--- config.mk ---
export PLATFORM = sky130hd
export DESIGN_NAME = sss_switch_status
export DESIGN_NICKNAME = d
export VERILOG_FILES = /design/src/rtl/sss_pkg.sv /design/src/rtl/sss_if.sv /design/src/rtl/sss_capture.sv /design/src/rtl/sss_switch_status.sv
export SDC_FILE = /design/constraint.sdc
export NUM_CORES = 1
export LEC_CHECK = 0
export BUFFER_PORTS_ARGS = -buffer_cell sky130_fd_sc_hd__buf_2
export CORE_MARGIN = 2
export CORE_UTILIZATION = 40
export CTS_CLUSTER_SIZE = 10
export DETAILED_ROUTE_END_ITERATION = 10
export PLACE_DENSITY = 0.76
export SETUP_SLACK_MARGIN = 0.3
export SYNTH_ARGS = -nofsm -noshare
export SYNTH_HDL_FRONTEND = slang
export SYNTH_SLANG_ARGS = --single-unit
export TNS_END_PERCENT = 100
--- constraint.sdc ---
create_clock -name clock -period 1.55 [get_ports clock]
set_clock_uncertainty 0.2 [all_clocks]
set_input_delay 0.0775 -clock clock [delete_from_list [all_inputs] [get_ports clock]]
set_output_delay 0.0775 -clock clock [all_outputs]
set_load 0.01 [all_outputs]
--- src/rtl/sss_pkg.sv ---
// Package for the switch status strap capture block.
// Assumes one core clock; register reached at its configuration offset.
package sss_pkg;
  localparam logic [11:0] SSS_SWITCH_STATUS_OFF = 12'h0a0;
  localparam int SSS_MODE_LSB    = 0;
  localparam int SSS_MODE_W      = 4;
  localparam int SSS_CCLK_DN_BIT = 4;
  localparam int SSS_CCLK_UP_BIT = 5;
  localparam int SSS_SMB_SLOW_BIT = 6;
  localparam int SSS_LANE_A_BIT  = 7;
  localparam int SSS_LANE_C_BIT  = 9;
  localparam int SSS_REFCLK_BIT  = 10;
  localparam int SSS_HALT_BIT    = 11;
  localparam int SSS_SCRATCH_LSB = 13;
  localparam int SSS_SCRATCH_W   = 4;
  localparam int SSS_INT_LSB     = 20;
  localparam int SSS_INT_W       = 4;
  localparam logic [3:0] SSS_SCRATCH_RST = 4'h0;
  localparam logic [31:0] SSS_ZERO_WORD = 32'h0000_0000;
  // Operating mode encodings; codes 6 to 15 are reserved
  typedef enum logic [3:0] {
    SSS_MODE_TRANSP      = 4'h0,
    SSS_MODE_TRANSP_INIT = 4'h1,
    SSS_MODE_NTB         = 4'h2,
    SSS_MODE_NTB_INIT    = 4'h3,
    SSS_MODE_FAILOVER    = 4'h4,
    SSS_MODE_FAIL_INIT   = 4'h5
  } sss_mode_t;
  // Capture sequencer, Gray along the usual path
  typedef enum logic [1:0] {
    SSS_ST_IDLE = 2'b00,
    SSS_ST_DONE = 2'b01
  } sss_state_t;
endpackage

--- src/rtl/sss_if.sv ---
// Strap bundle carried from the capture stage into the register module.
// Assumes both ends sit in the core clock domain.
`timescale 1ns/1ps
interface sss_strap_if;
  logic [3:0] mode;
  logic [7:0] bits; // cclk_dn, cclk_up, smb, lane_a, lane_c, refclk, halt, 0
  logic       valid;
  modport src (output mode, output bits, output valid);
  modport dst (input mode, input bits, input valid);
endinterface

--- src/rtl/sss_capture.sv ---
// Strap sampler: holds strap levels captured at fundamental reset release.
// Assumes strap pins are stable around release of the fundamental reset.
`timescale 1ns/1ps
module sss_capture
  import sss_pkg::*;
(
  input  wire logic       clock,
  input  wire logic       rst_n,
  input  wire logic [3:0] mode_pins,
  input  wire logic [6:0] strap_pins,
  sss_strap_if.src        straps
);
  sss_state_t state_reg;
  // Async reset loads constants only; pins are caught on the first edge
  always_ff @(posedge clock or negedge rst_n) begin
    if (!rst_n) begin
      state_reg    <= SSS_ST_IDLE;
      straps.mode  <= 4'h0;
      straps.bits  <= 8'h00;
      straps.valid <= 1'b0;
    end else begin
      case (state_reg)
        SSS_ST_IDLE: begin
          straps.mode  <= mode_pins;             // [RQ1]
          straps.bits  <= {1'b0, strap_pins};    // [RQ3] [RQ9]
          straps.valid <= 1'b1;
          state_reg    <= SSS_ST_DONE;
        end
        SSS_ST_DONE: state_reg <= SSS_ST_DONE;   // Frozen until next reset
        default:     state_reg <= SSS_ST_IDLE;
      endcase
    end
  end

  // Straps must not move after capture, though the board pins may
  AST_FROZEN: assert property ( // [RQ1]
    @(posedge clock) disable iff (!rst_n)
    straps.valid && $past(straps.valid) |-> $stable(straps.mode))
    else $error("strap mode changed after capture");
  AST_FROZEN_BITS: assert property ( // [RQ3]
    @(posedge clock) disable iff (!rst_n)
    straps.valid && $past(straps.valid) |-> $stable(straps.bits))
    else $error("strap bits changed after capture");
endmodule

--- src/rtl/sss_switch_status.sv ---
// Switch status register with strap capture, scratch and INTx state.
// Assumes rst_n is the fundamental reset and hot_rst_n a synchronous
// active-low hot reset; register access is a single-cycle read/write port.
//
// Summary of operation
// (RQ1) Latch four mode straps at reset exit; read-only in bits 3:0.
// (RQ2) Mode codes 0..5 defined; 6..15 reserved.
// (RQ3) Bit 4 returns captured downstream common-clock strap.
// (RQ4) Bit 5 returns captured upstream common-clock strap.
// (RQ5) Bit 6 returns captured master SMBus slow strap.
// (RQ6) Bit 7 returns captured port A lane swap strap.
// (RQ7) Bit 9 returns captured port C lane swap strap.
// (RQ8) Bit 10 returns captured reference clock select strap.
// (RQ9) Bit 11 returns captured hold-in-reset strap.
// (RQ10) Scratch bits 16:13 writable, zero on fundamental reset, kept on hot.
// (RQ11) Bit 20 reports aggregated INTA level.
// (RQ12) Bits 23:21 report INTB..INTD; bits 31:24 read zero.
// (RQ13) Reserved bits read zero; writes to read-only fields ignored.
`timescale 1ns/1ps
module sss_switch_status
  import sss_pkg::*;
(
  input  wire logic        clock,
  input  wire logic        rst_n,
  input  wire logic        hot_rst_n,
  input  wire logic [3:0]  operating_mode_straps,
  input  wire logic        common_clock_down,
  input  wire logic        common_clock_up,
  input  wire logic        master_smbus_slow_strap,
  input  wire logic        port_a_lane_swap,
  input  wire logic        port_c_lane_swap,
  input  wire logic        ref_clock_source_select,
  input  wire logic        hold_in_reset_strap,
  input  wire logic [3:0]  intx_state,
  input  wire logic        reg_wr,
  input  wire logic        reg_rd,
  input  wire logic [11:0] reg_addr,
  input  wire logic [31:0] reg_wdata,
  output logic      [31:0] reg_rdata,
  output logic             reg_ack,
  output logic             mode_reserved
);
  import sss_pkg::*;

  sss_strap_if straps ();
  logic [3:0]  scratch_reg;
  logic [3:0]  intx_reg;
  logic [31:0] status_word;
  logic        hit;

  // Strap sampling lives in its own module so the pins are seen once
  sss_capture u_cap (
    .clock      (clock),
    .rst_n      (rst_n),
    .mode_pins  (operating_mode_straps),
    .strap_pins ({hold_in_reset_strap, ref_clock_source_select,
                  port_c_lane_swap, port_a_lane_swap,
                  master_smbus_slow_strap, common_clock_up,
                  common_clock_down}),
    .straps     (straps)
  );

  // Single register decode; every other offset reads zero
  assign hit = (reg_addr == SSS_SWITCH_STATUS_OFF);

  // Refuse a field layout where mode or scratch would overlap the field above or
  // the INTx nibble the top byte; the read word is assembled from these constants alone
  if (SSS_MODE_LSB + SSS_MODE_W > SSS_CCLK_DN_BIT ||
      SSS_SCRATCH_LSB + SSS_SCRATCH_W > SSS_INT_LSB ||
      SSS_INT_LSB + SSS_INT_W > 24) begin : g_layout_check
    $error("status field layout overlaps");
  end

  // Scratch only sees the fundamental reset, so a hot reset leaves it
  always_ff @(posedge clock or negedge rst_n) begin
    if (!rst_n) begin
      scratch_reg <= SSS_SCRATCH_RST;                          // [RQ10]
    end else if (reg_wr && hit) begin
      scratch_reg <= reg_wdata[SSS_SCRATCH_LSB +: SSS_SCRATCH_W]; // [RQ10]
    end
  end

  // Interrupt levels registered; these do follow hot reset
  always_ff @(posedge clock or negedge rst_n) begin
    if (!rst_n) begin
      intx_reg <= 4'h0;
    end else if (!hot_rst_n) begin
      intx_reg <= 4'h0;
    end else begin
      intx_reg <= intx_state;                                 // [RQ11] [RQ12]
    end
  end

  // Assemble the word; everything not placed stays zero
  always_comb begin
    status_word = SSS_ZERO_WORD;                                // [RQ13]
    status_word[SSS_MODE_LSB +: SSS_MODE_W] = straps.mode;      // [RQ1]
    status_word[SSS_CCLK_DN_BIT]  = straps.bits[0];             // [RQ3]
    status_word[SSS_CCLK_UP_BIT]  = straps.bits[1];             // [RQ4]
    status_word[SSS_SMB_SLOW_BIT] = straps.bits[2];             // [RQ5]
    status_word[SSS_LANE_A_BIT]   = straps.bits[3];             // [RQ6]
    status_word[SSS_LANE_C_BIT]   = straps.bits[4];             // [RQ7]
    status_word[SSS_REFCLK_BIT]   = straps.bits[5];             // [RQ8]
    status_word[SSS_HALT_BIT]     = straps.bits[6];             // [RQ9]
    status_word[SSS_SCRATCH_LSB +: SSS_SCRATCH_W] = scratch_reg;
    status_word[SSS_INT_LSB +: SSS_INT_W] = intx_reg;           // [RQ12]
  end

  // Ack answers every access, mapped or not, exactly one cycle later
  always_ff @(posedge clock or negedge rst_n) begin
    if (!rst_n) begin
      reg_ack <= 1'b0;
    end else begin
      reg_ack <= reg_rd || reg_wr;                              // [RQ13]
    end
  end

  // Read data is zero unless this register is read, so a stale word
  // never lingers on the port for a later unrelated access
  always_ff @(posedge clock or negedge rst_n) begin
    if (!rst_n) begin
      reg_rdata <= SSS_ZERO_WORD;
    end else if (reg_rd && hit) begin
      reg_rdata <= status_word;                                 // [RQ1]
    end else begin
      reg_rdata <= SSS_ZERO_WORD;                               // [RQ13]
    end
  end

  // Flags a mode code in the reserved range
  always_ff @(posedge clock or negedge rst_n) begin
    if (!rst_n) begin
      mode_reserved <= 1'b0;
    end else begin
      mode_reserved <= (straps.mode > SSS_MODE_FAIL_INIT);      // [RQ2]
    end
  end

  // Captured mode comes back unchanged in the low nibble
  AST_MODE_RD: assert property ( // [RQ1]
    @(posedge clock) disable iff (!rst_n)
    reg_rd && hit |=> reg_rdata[3:0] == $past(straps.mode))
    else $error("mode field mismatch");
  // Reserved holes stay zero whatever was written
  AST_RSVD: assert property ( // [RQ13]
    @(posedge clock) disable iff (!rst_n)
    reg_rd && hit |=> reg_rdata[31:24] == 8'h00 &&
      reg_rdata[8] == 1'b0 && reg_rdata[12] == 1'b0 &&
      reg_rdata[19:17] == 3'h0)
    else $error("reserved bits nonzero");
  // A mapped write lands in the scratch field on the taking edge
  AST_SCR_WR: assert property ( // [RQ10]
    @(posedge clock) disable iff (!rst_n)
    reg_wr && hit |=> scratch_reg == $past(reg_wdata[16:13]))
    else $error("scratch write lost");
  // Hot reset alone never touches the scratch field
  AST_SCR_HOT: assert property ( // [RQ10]
    @(posedge clock) disable iff (!rst_n)
    !hot_rst_n && !(reg_wr && hit) |=> $stable(scratch_reg))
    else $error("scratch changed on hot reset");
  // Without a mapped write the scratch field holds its value
  AST_SCR_KEEP: assert property ( // [RQ10]
    @(posedge clock) disable iff (!rst_n)
    !(reg_wr && hit) |=> $stable(scratch_reg))
    else $error("scratch moved without a write");
  // Scratch field read back as stored
  AST_SCR_RD: assert property ( // [RQ10]
    @(posedge clock) disable iff (!rst_n)
    reg_rd && hit |=> reg_rdata[16:13] == $past(scratch_reg))
    else $error("scratch readback mismatch");
  // Interrupt nibble shows the copy held at the taking edge
  AST_INT_RD: assert property ( // [RQ11]
    @(posedge clock) disable iff (!rst_n)
    reg_rd && hit |=> reg_rdata[23:20] == $past(intx_reg))
    else $error("intx state mismatch");
  // The copy follows the wires one cycle late outside hot reset
  AST_INT_FOLLOW: assert property ( // [RQ12]
    @(posedge clock) disable iff (!rst_n)
    hot_rst_n |=> intx_reg == $past(intx_state))
    else $error("intx copy does not follow wires");
  // Hot reset clears the copy, unlike the scratch field
  AST_INT_HOT: assert property ( // [RQ11]
    @(posedge clock) disable iff (!rst_n)
    !hot_rst_n |=> intx_reg == 4'h0)
    else $error("intx copy kept over hot reset");
  // Lower strap bits read back as captured
  AST_STRAP_RD: assert property ( // [RQ3]
    @(posedge clock) disable iff (!rst_n)
    reg_rd && hit |=> reg_rdata[4] == straps.bits[0] &&
      reg_rdata[5] == straps.bits[1] && reg_rdata[6] == straps.bits[2] &&
      reg_rdata[7] == straps.bits[3])
    else $error("low strap bits mismatch");
  // Upper strap bits read back as captured
  AST_STRAP_HI: assert property ( // [RQ7]
    @(posedge clock) disable iff (!rst_n)
    reg_rd && hit |=> reg_rdata[9] == straps.bits[4] &&
      reg_rdata[10] == straps.bits[5] && reg_rdata[11] == straps.bits[6])
    else $error("high strap bits mismatch");
  // Writes never reach the captured strap bits
  AST_RO_WR: assert property ( // [RQ13]
    @(posedge clock) disable iff (!rst_n)
    straps.valid && reg_wr ##1 1'b1 |-> $stable(straps.bits))
    else $error("write disturbed strap");
  // First reserved code is flagged
  AST_MODE_RES: assert property ( // [RQ2]
    @(posedge clock) disable iff (!rst_n)
    straps.valid ##1 straps.mode == 4'h6 |=> mode_reserved)
    else $error("reserved mode not flagged");
  // Flag tracks the captured code over the whole range, both ways
  AST_MODE_OK: assert property ( // [RQ2]
    @(posedge clock) disable iff (!rst_n)
    straps.valid |=>
      mode_reserved == ($past(straps.mode) > SSS_MODE_FAIL_INIT))
    else $error("mode reserved flag wrong");
  // Anything but a mapped read leaves the data port at zero
  AST_ZERO_RD: assert property ( // [RQ13]
    @(posedge clock) disable iff (!rst_n)
    !(reg_rd && hit) |=> reg_rdata == SSS_ZERO_WORD)
    else $error("read data not zero");
  // Every access is acked, refused ones too
  AST_ACK_ON: assert property ( // [RQ13]
    @(posedge clock) disable iff (!rst_n)
    reg_rd || reg_wr |=> reg_ack)
    else $error("access not acked");
  // No ack without an access
  AST_ACK_OFF: assert property ( // [RQ13]
    @(posedge clock) disable iff (!rst_n)
    !(reg_rd || reg_wr) |=> !reg_ack)
    else $error("ack without access");

  // Main scenarios: mapped write, hot reset over live scratch, interrupt
  // read, reserved mode capture and unmapped read
  CV_WR: cover property (@(posedge clock) reg_wr && hit);
  CV_HOT: cover property (@(posedge clock) !hot_rst_n && scratch_reg != 4'h0);
  CV_INT: cover property (@(posedge clock) reg_rd && hit && intx_reg != 4'h0);
  CV_RSVD: cover property (@(posedge clock) mode_reserved);
  CV_MISS: cover property (@(posedge clock) reg_rd && !hit);
endmodule

== Yosys cells after proc, flatten, opt, wreduce, memory -nomap -nowiden ==
Cells that the tools add are included.
Storage, ports and cells
  bits in registers: 46
  input bits: 64
  logic and storage cells: 19
Cells by class
  order comparisons: 1
  eq/ne operators: 2
  muxes and demuxes: 3
  reductions and logical operators: 5
Operators with widths (count)
  24-bit 2-to-1 mux: 1
  12-bit by 8-bit equality test with 1-bit output, second input constant: 1
  4-bit by 3-bit greater-than comparator with 1-bit output, second input constant: 1
  4-bit 2-to-1 mux: 1
  1-bit logical AND: 2
  2-bit logical NOT: 1
  2-bit OR reduction: 1
  1-bit equality test, second input constant: 1
  1-bit logical OR: 1
  1-bit 2-to-1 mux: 1

== Depth between registers and ports, before layout ==
Gate-level depths: netlist of the first run.
  depth in word-level cells: 3
  depth in mapped cells: 4
  gate-level depth less buffers: 3

== Cells and area by module ==
Synthesis of the first run repeated with hierarchy kept, for this count alone.
Unflattened totals
  cell total of the unflattened synthesis: 110
  area, all modules: 1654.1 sq um
By module, submodules not included
  sss_switch_status: times used 1, cells an instance 81, area an instance 1138.6 sq um, seq. area each 725.7 sq um
  sss_capture: times used 1, cells an instance 29, area an instance 515.5 sq um, seq. area each 325.3 sq um

== Worst setup path after synthesis of the first run ==
Ideal clock, no wire load.
  path kind: input to register
  start: in reg_addr[3]
  end: reg scratch_reg[0]
  arrival time: 1.555 ns
  slack: -0.330 ns
  stages on the path: 4
  buffers on the path: 1
  path through: or4_4 > or4_4 > buf_6 > mux2_4
On the way
  cells in the longest elaborated chain, start to end: 2
RTL lines
  start: declaration: line sss_switch_status.sv:37  | input wire logic [11:0] reg_addr,
  12-bit by 8-bit equality test with 1-bit output: line sss_switch_status.sv:64  | assign hit = (reg_addr == SSS_SWITCH_STATUS_OFF);
  1-bit logical AND: line sss_switch_status.sv:78  | end else if (reg_wr && hit) begin
  end signal: assignment: line sss_switch_status.sv:79  | scratch_reg <= reg_wdata[SSS_SCRATCH_LSB +: SSS_SCRATCH_W];
  end: declaration: line sss_switch_status.sv:46  | logic [3:0] scratch_reg;
Every way passes these cells.
A chain may end at the register's enable or synchronous reset.

== Worst setup path in the final report of the first run ==
  start: in reg_addr[10]
  end: reg scratch_reg[1]
The elaborated chain is that of the path after synthesis.

==> metrics, run 1 <==
htree depth 2; critical-path maximum fanout 4; Setup Viol. Count Final 4; leading cell types in the layout, fill and taps excluded 53 x buf_2, 40 x dfrtp_1, 23 x dlygate4sd3_1; Worst EP arrival 1.60 ns; initial core utilization 42.3%; RSZ-0062 raised after global routing yes; Die Ht 66.7 microns; # nets final 265; worst-skew pair later-pin latency 0.29 ns; number of synthesized flops with an enable pin 0; outcome complete, but fails checks; TritonCTS Sinks 41; violated checks negative setup slack; Cell Chain, Critical Path buf_6 > or4_4 > or4_4 > mux2_4; P_leak 1.29 nW; Synth Flop Type dfrtp_1; Via density 4.27; via count 1067; Area Overhead vs Synth 51.4%; fin crit share 105%; wire per inst 13.3 microns; Slowest-stage cell, CP or4_4; Max Cap Violations 0; Biggest register reg_rdata; Ant. Diodes 0; Crit. End Element flop; core area 3720 sq um; post-route ant nets 0; Worst EP required 1.52 ns; grt total ovfl 0; TritonCTS clock tree yes; slack of the critical path -0.0752 ns; Largest stage delay, worst path 0.58 ns; vias in the first global route 1089; commonest non-fill, non-tap cell in the layout buf_2; Power Density 873 nW/um^2; Buffers on Ports 56; CTS clk-pin slew, worst paths 0.07 ns; FP Rows 22; biggest regs reg_rdata (19), u_cap.straps.bits (7); First-pass DRT Iterations 4; Max Slew Vio Count 0; hpwl dp 2050 microns; FMAX 615 MHz; R2R Setup Slk 0.28 ns; DRC Markers 0; number of flip-flops in the largest register 19; final hold viol count 0; Fin Setup TNS -0.273 ns; CP Launch Type input port; Final Total Pwr 2.08 mW; mapped cell area 1570 sq um; TritonCTS Buffers 5; maximum VDD drop 0.000384 V; Worst Path Buf+Inv 1; initial DRC count 65; clk buf depth 2; wire length of the first global-routing pass 4800 microns; Placer Congestion 0.684; YS warnings 0; Yosys reg bits 41; synth unique cells 15; pin count of the biggest net entering global routing 22; Root Driver clkbuf_8; Synth Area per Inst 14.8 sq um; Critical Path Most Common Cell or4_4; Post-Syn Instances 106; Tmin final 1.63 ns; width of the die 66.7 microns; # IOs 98; Hold Path Class in2async; asr flop ratio synth 100%; critical path class in2reg; CP delay by family, top simple AND/OR/NAND/NOR gates; sequential element share of the synthesized area 65.3%; initial antenna violation count 0; Tot GR Track Use 15.6%; fraction of layout cells with a size suffix above 1 57.9%; Routed WL 3340 microns; die area 4440 sq um
[Yosys cell counts, drive strengths merged (2+ instances only)]
library cell	count	area [sq um]
clkbuf	2	7.51
or4	3	33.8
buf	14	109
and2	23	144
conb	2	7.51
mux2	15	184
dfrtp	41	1030
[power breakdown]
part / total, mW / internal (mW) / switching, mW
sequential: 1.14 / 1.11 / 0.0254
combinational: 0.210 / 0.130 / 0.0800
clock: 0.730 / 0.402 / 0.328
total: 2.08 / 1.64 / 0.434
[metrics by stage]
step	setup WS [ns]	utilization [%]	hold WS [ns]	instance area [sq um]	instances
6_report	-0.0752	64.0	0.0617	2380	250
5_1_grt	-0.0676	64.0	0.0853	2380	250
4_1_cts	-0.0252	61.6	0.0612	2290	244
3_5_place_dp	-0.350	50.7	-0.160	1880	212
3_3_place_gp	-0.318	50.7	-0.171	1880	212
2_1_floorplan	-0.296	-	-0.418	1620	118
[worst reg2reg max path, delay by kind of cell, from the launching register on]
family,cells,cell delay [ns]
buf+inv,1,0.17
flops,1,0.48
mux,1,0.30
[what timing repair did]
action | in CTS | in global routing
pin swaps | 8 | 13
resized for setup | 21 | 19
endpoints found under the hold margin | 61 | 0
gates cloned | 0 | 3
buffers inserted | 1 | 3
endpoints found under the setup margin | 34 | 24
hold buffers | 23 | 0
[area by class of cell]
class                      instances  area (sq um)
multi-input combinational         60           536
inverter                           1          3.75
clock buffer                       7          96.3
clock inverter                     1          5.00
timing repair buffer              92           649
tap                               48          60.1
sequential                        41          1030
fill                             289          1340
[kinds of logic after synthesis]
logic type / count (synthesis) / synth area share [%]
compound gates: 1 / 0.478
buf+inv: 17 / 7.65
flops: 41 / 65.3
mux: 15 / 11.7
other cells: 2 / 0.478
simple gates: 30 / 14.3
[worst paths after layout]
check / start / to / cells after the start
hold / removal: rst_n / reg_rdata[21] / 2
max in group asynchronous: rst_n / u_cap.state_reg[0] / 3
setup reg to reg: u_cap.state_reg[0] / u_cap.straps.mode[3] / 2
min in group clock: reg_wr / scratch_reg[0] / 4
hold reg to reg: intx_reg[1] / reg_rdata[21] / 1
setup / recovery: reg_addr[10] / scratch_reg[1] / 4
[layer usage]
layer	GRT usage, %	part of all wire [%]
met5	0	0
met4	8.67	1.7
met3	4.56	6.8
met1	16.4	40
met2	27.5	52
No activity file was read; power rests on OpenSTA's default activity.
==> run 2, diff against run 1 <==
HOLD_SLACK_MARGIN = 0.12   (was default)
SLEW_MARGIN = 25   (was default)
==> run 2 against run 1 <==
Effect of this change:
- the flow finishes with violations (negative hold slack, negative setup slack)
- non-clock buffer count fell by 1
- sequential share of layout area rose by 0.18 points
- first-iteration DRC count rose by 4.6%
==> metrics, run 2 (synthesized netlist as in run 1, its figures left out) <==
CP Launch Type input port; hold path startpoint reg_wr; Slowest-stage cell, CP or4_4; R2R Setup Slk 0.28 ns; critical-path maximum fanout 4; Reg power frac 54.6%; slack of the critical path -0.0778 ns; TritonCTS Sinks 41; Worst EP arrival 1.60 ns; sw power 0.439 mW; Routed WL 3340 microns; CP delay by family, top simple AND/OR/NAND/NOR gates; maximum VDD drop 0.000382 V; Die Ht 66.7 microns; TritonCTS clock tree yes; FMAX 614 MHz; violated checks negative hold slack, negative setup slack; initial DRC count 68; Root Driver clkbuf_8; Tmin final 1.63 ns; Worst Path Buf+Inv 1; critical path class in2reg; fraction of layout cells with a size suffix above 1 58.2%; via count 1064; placed cell count 212; number of flip-flops in the largest register 19; htree depth 2; Area Overhead vs Synth 50.8%; wire length of the first global-routing pass 4780 microns; Biggest register reg_rdata; vias in the first global route 1078; final hold viol count 1; pin count of the biggest net entering global routing 22; Cell Chain, Critical Path buf_6 > or4_4 > or4_4 > mux2_4; biggest regs reg_rdata (19), u_cap.straps.bits (7); CTS clk-pin slew, worst paths 0.07 ns; die area 4440 sq um; depth of the most critical reg-to-reg path 2; grt total ovfl 0; Hold Path End reg_ack; FP Rows 22; Largest stage delay, worst path 0.59 ns; Final Total Pwr 2.08 mW; # IOs 98; First-pass DRT Iterations 3; Multi-input gate area 536 sq um; Max Slew Vio Count 0; RSZ-0062 raised after global routing yes; fin crit share 105%; R2R Path Start u_cap.state_reg[0]; worst-skew pair later-pin latency 0.29 ns; Tot GR Track Use 15.5%; fillcell total 291; # hold bufs at CTS 22; sequential cell area 1030 sq um; hpwl dp 2050 microns; width of the die 66.7 microns; Hold Path Class in2reg; outcome complete, but fails checks; # nets final 264; Placer Congestion 0.684; Via density 4.27; Buffers on Ports 56; P_leak 1.28 nW; Power Density 878 nW/um^2; post-route ant nets 0; non-filler instance count after layout 249; clock network power share 35.4%; wire per inst 13.4 microns; Crit. End Element flop; dpl cell area 1880 sq um; core area 3720 sq um; Ant. Diodes 0; Power Internal 1.64 mW; initial antenna violation count 0; DRC Markers 0; Setup Viol. Count Final 4; worst r2r dst u_cap.straps.mode[3]; clk buf depth 2; combinational share of power 10.0%; WHS Path Cells 2; Max Cap Violations 0; commonest non-fill, non-tap cell in the layout buf_2; initial core utilization 42.3%; design area 2370 sq um; Hold WS -0.197 ns; Worst EP required 1.52 ns; Net Sw Frac 21.1%; TritonCTS Buffers 5; leading cell types in the layout, fill and taps excluded 53 x buf_2, 40 x dfrtp_1, 22 x dlygate4sd3_1; Critical Path Most Common Cell or4_4
-- run 2: changes by cell type in the layout (fill, tap and decap cells not counted) --
cell / change
dlygate4sd3_1: -1
-- run 2: per-layer routing --
metal | vias to the layer above | part of all wire (%) | GRT usage [%]
met4 | 0 | 2.3 | 8.67
met3 | 7 | 6.8 | 4.56
met1 | 502 | 41 | 16.3
met2 | 53 | 50 | 27.4
li1 | 502 | - | -
met5 | - | 0 | 0
-- run 2: power by group through the flow --
stage                     Clock (mW)  Combinational (mW)  Sequential [mW]
after floorplan                    0              0.0862             1.14
after global placement             0               0.137             1.15
after detailed placement           0               0.143             1.15
after CTS                      0.755               0.193             1.13
after global routing           0.790               0.229             1.14
final                          0.735               0.209             1.14
-- run 2: worst max-delay path by stage --
stage,from,end,depth (start not counted)
after floorplan,reg_addr[9],scratch_reg[0],4
after global placement,reg_addr[9],scratch_reg[2],4
after detailed placement,reg_addr[4],scratch_reg[2],4
after CTS,reg_addr[6],scratch_reg[1],4
after global routing,reg_addr[10],scratch_reg[2],4
final,reg_addr[10],scratch_reg[1],4
-- run 2: per-stage QoR --
step | hold WS, ns | util (%) | TNS (ns) | worst slack, ns
floorplan | -0.418 | - | -1.48 | -0.296
global placement | -0.171 | 50.7 | -4.21 | -0.318
detailed placement | -0.160 | 50.7 | -4.82 | -0.350
CTS | -0.207 | 61.3 | -0.0832 | -0.0252
global route | -0.197 | 63.7 | -0.298 | -0.0674
finish | -0.197 | 63.7 | -0.279 | -0.0778
-- run 2: what timing repair did --
action,in CTS,in global routing
resized for setup,21,19
setup buffers,1,3
pin swaps,8,13
setup endpoints to repair,34,24
hold endpoints to repair,61,15
gates cloned,0,3
-- run 2: cell type report --
| type | instances | share of cell area, % |
|---|---|---|
| repair buffers | 91 | 27.0 |
| clock buffers | 7 | 4.07 |
| multi-input cells | 60 | 22.6 |
| clock inverters | 1 | 0.211 |
| inverters | 1 | 0.159 |
| well taps | 48 | 2.54 |
| flip-flops and latches | 41 | 43.4 |
==> run 3, diff against run 2 <==
--- a/config.mk
+++ b/config.mk
@@ -12,5 +12,5 @@
 export DETAILED_ROUTE_END_ITERATION = 10
 export HOLD_SLACK_MARGIN = 0.12
-export PLACE_DENSITY = 0.76
+export PLACE_DENSITY = 0.86
 export SETUP_SLACK_MARGIN = 0.3
 export SLEW_MARGIN = 25
--- a/constraint.sdc
+++ b/constraint.sdc
@@ -3,3 +3,3 @@
 set_input_delay 0.0775 -clock clock [delete_from_list [all_inputs] [get_ports clock]]
 set_output_delay 0.0775 -clock clock [all_outputs]
-set_load 0.01 [all_outputs]
+set_load 0.02 [all_outputs]
==> run 3 against run 2 <==
Effect of this change:
- the run still ends with negative hold slack, negative setup slack left
- via count grew 0.19%
- maximum frequency rose by 3.2%
- largest power group unchanged
- sequential power hardly changed
- highest routed layer unchanged
- largest cell class unchanged
==> metrics, run 3 (synthesized netlist as in run 1, its figures left out) <==
First-pass DRT Iterations 4; wire per inst 13.0 microns; CTS clk-pin slew, worst paths 0.07 ns; final hold viol count 1; CP endpoint scratch_reg[0]; initial DRC count 60; DRC Markers 0; placed cell count 213; Ant. Diodes 0; Max Cap Violations 0; Final Core Density 62.0%; RSZ-0062 raised after global routing yes; Place WS -0.335 ns; TritonCTS clock tree yes; Crit. End Element flop; maximum VDD drop 0.000403 V; Power Internal 1.75 mW; sw power 0.454 mW; dpl cell area 1890 sq um; Area Overhead vs Synth 46.6%; post-route ant nets 0; Net Sw Frac 20.6%; TritonCTS Buffers 5; Placer Congestion 0.755; grt total ovfl 0; clock network power share 39.0%; via count 1066; Biggest register reg_rdata; wire length of the first global-routing pass 5020 microns; hpwl dp 2040 microns; critical path class in2reg; Tmin final 1.58 ns; R2R Path Start u_cap.state_reg[0]; critical-path maximum fanout 4; fin crit share 102%; Hold Path Class in2reg; pin count of the biggest net entering global routing 42; initial antenna violation count 0; vias in the first global route 1101; Routed WL 3170 microns; worst r2r dst u_cap.straps.mode[0]; depth of the most critical reg-to-reg path 2; biggest regs reg_rdata (19), u_cap.straps.bits (7); fraction of layout cells with a size suffix above 1 55.9%; Root Driver clkbuf_8; FP Rows 22; Die Ht 66.7 microns; clk buf depth 2; Final Total Pwr 2.20 mW; P_leak 1.23 nW; die area 4440 sq um; violated checks negative hold slack, negative setup slack; number of flip-flops in the largest register 19; FMAX 634 MHz; Hold WS -0.195 ns; # nets final 258; initial core utilization 42.3%; R2R Setup Slk 0.36 ns; outcome complete, but fails checks; slack of the critical path -0.0268 ns; combinational share of power 9.8%; commonest non-fill, non-tap cell in the layout buf_2; Critical path origin reg_addr[10]; TritonCTS Sinks 41; Post-CTS Setup Bufs 0; # IOs 98; Max Slew Vio Count 0; Buffers on Ports 56; # hold bufs at CTS 22; core area 3720 sq um; Via density 4.39; Worst EP arrival 1.55 ns; CP Launch Type input port; design area 2300 sq um; Tot GR Track Use 15.9%; Power Density 958 nW/um^2; leading cell types in the layout, fill and taps excluded 53 x buf_2, 41 x dfrtp_1, 22 x dlygate4sd3_1; htree depth 2; Reg power frac 51.2%; non-filler instance count after layout 243; worst-skew pair later-pin latency 0.29 ns; Setup Viol. Count Final 4; width of the die 66.7 microns; Worst EP required 1.53 ns
run 3: critical path, stage by stage:
cell	delay (ns)
buf_6	0.09
or4_4	0.52
or4_4	0.55
mux2_4	0.32
run 3: area by class of cell:
type	instances	area, sq um
repair buffers	85	579
fillers	259	1410
clock buffers	7	86.3
inverters	1	3.75
flip-flops and latches	41	1030
well taps	48	60.1
multi-input cells	60	517
clock inverters	1	30.0
run 3: metal layers:
metal / global-route usage, % / share of wire (%) / vias to the layer above
met5: 0 / 0 / -
met1: 18.3 / 40 / 512
met2: 27.1 / 51 / 55
met4: 9.18 / 2.2 / 0
met3: 3.38 / 7.1 / 5
li1: - / - / 494
run 3: power groups by stage:
stage / logic (mW) / registers (mW) / clock network, mW
floorplan: 0.101 / 1.15 / 0
global placement: 0.162 / 1.14 / 0
detailed placement: 0.166 / 1.15 / 0
CTS: 0.215 / 1.13 / 0.882
global route: 0.236 / 1.13 / 0.910
finish: 0.216 / 1.13 / 0.860
run 3: worst min-delay path by stage:
stage,start,to,slack [ns],depth (start not counted)
final,reg_wr,reg_ack,-0.19,2
after global routing,reg_wr,reg_ack,-0.20,2
after CTS,reg_wr,reg_ack,-0.21,2
after global placement,rst_n,reg_rdata[14],-0.05,2
after detailed placement,rst_n,reg_rdata[21],-0.04,2
after floorplan,rst_n,intx_reg[0],-0.42,0
run 3: stage by stage:
stage | TNS [ns] | hold slack, ns
3_3_place_gp | -4.36 | -0.0493
6_report | -0.0989 | -0.195
4_1_cts | -0.0458 | -0.206
5_1_grt | -0.141 | -0.200
2_1_floorplan | -1.48 | -0.418
3_5_place_dp | -4.98 | -0.0435
run 3: repair_timing:
item | 4_1_cts | 5_1_grt
resized for setup | 19 | 5
pin swaps | 9 | 6
endpoints found under the setup margin | 23 | 23
gates cloned | 0 | 0
hold endpoints to repair | 64 | 5
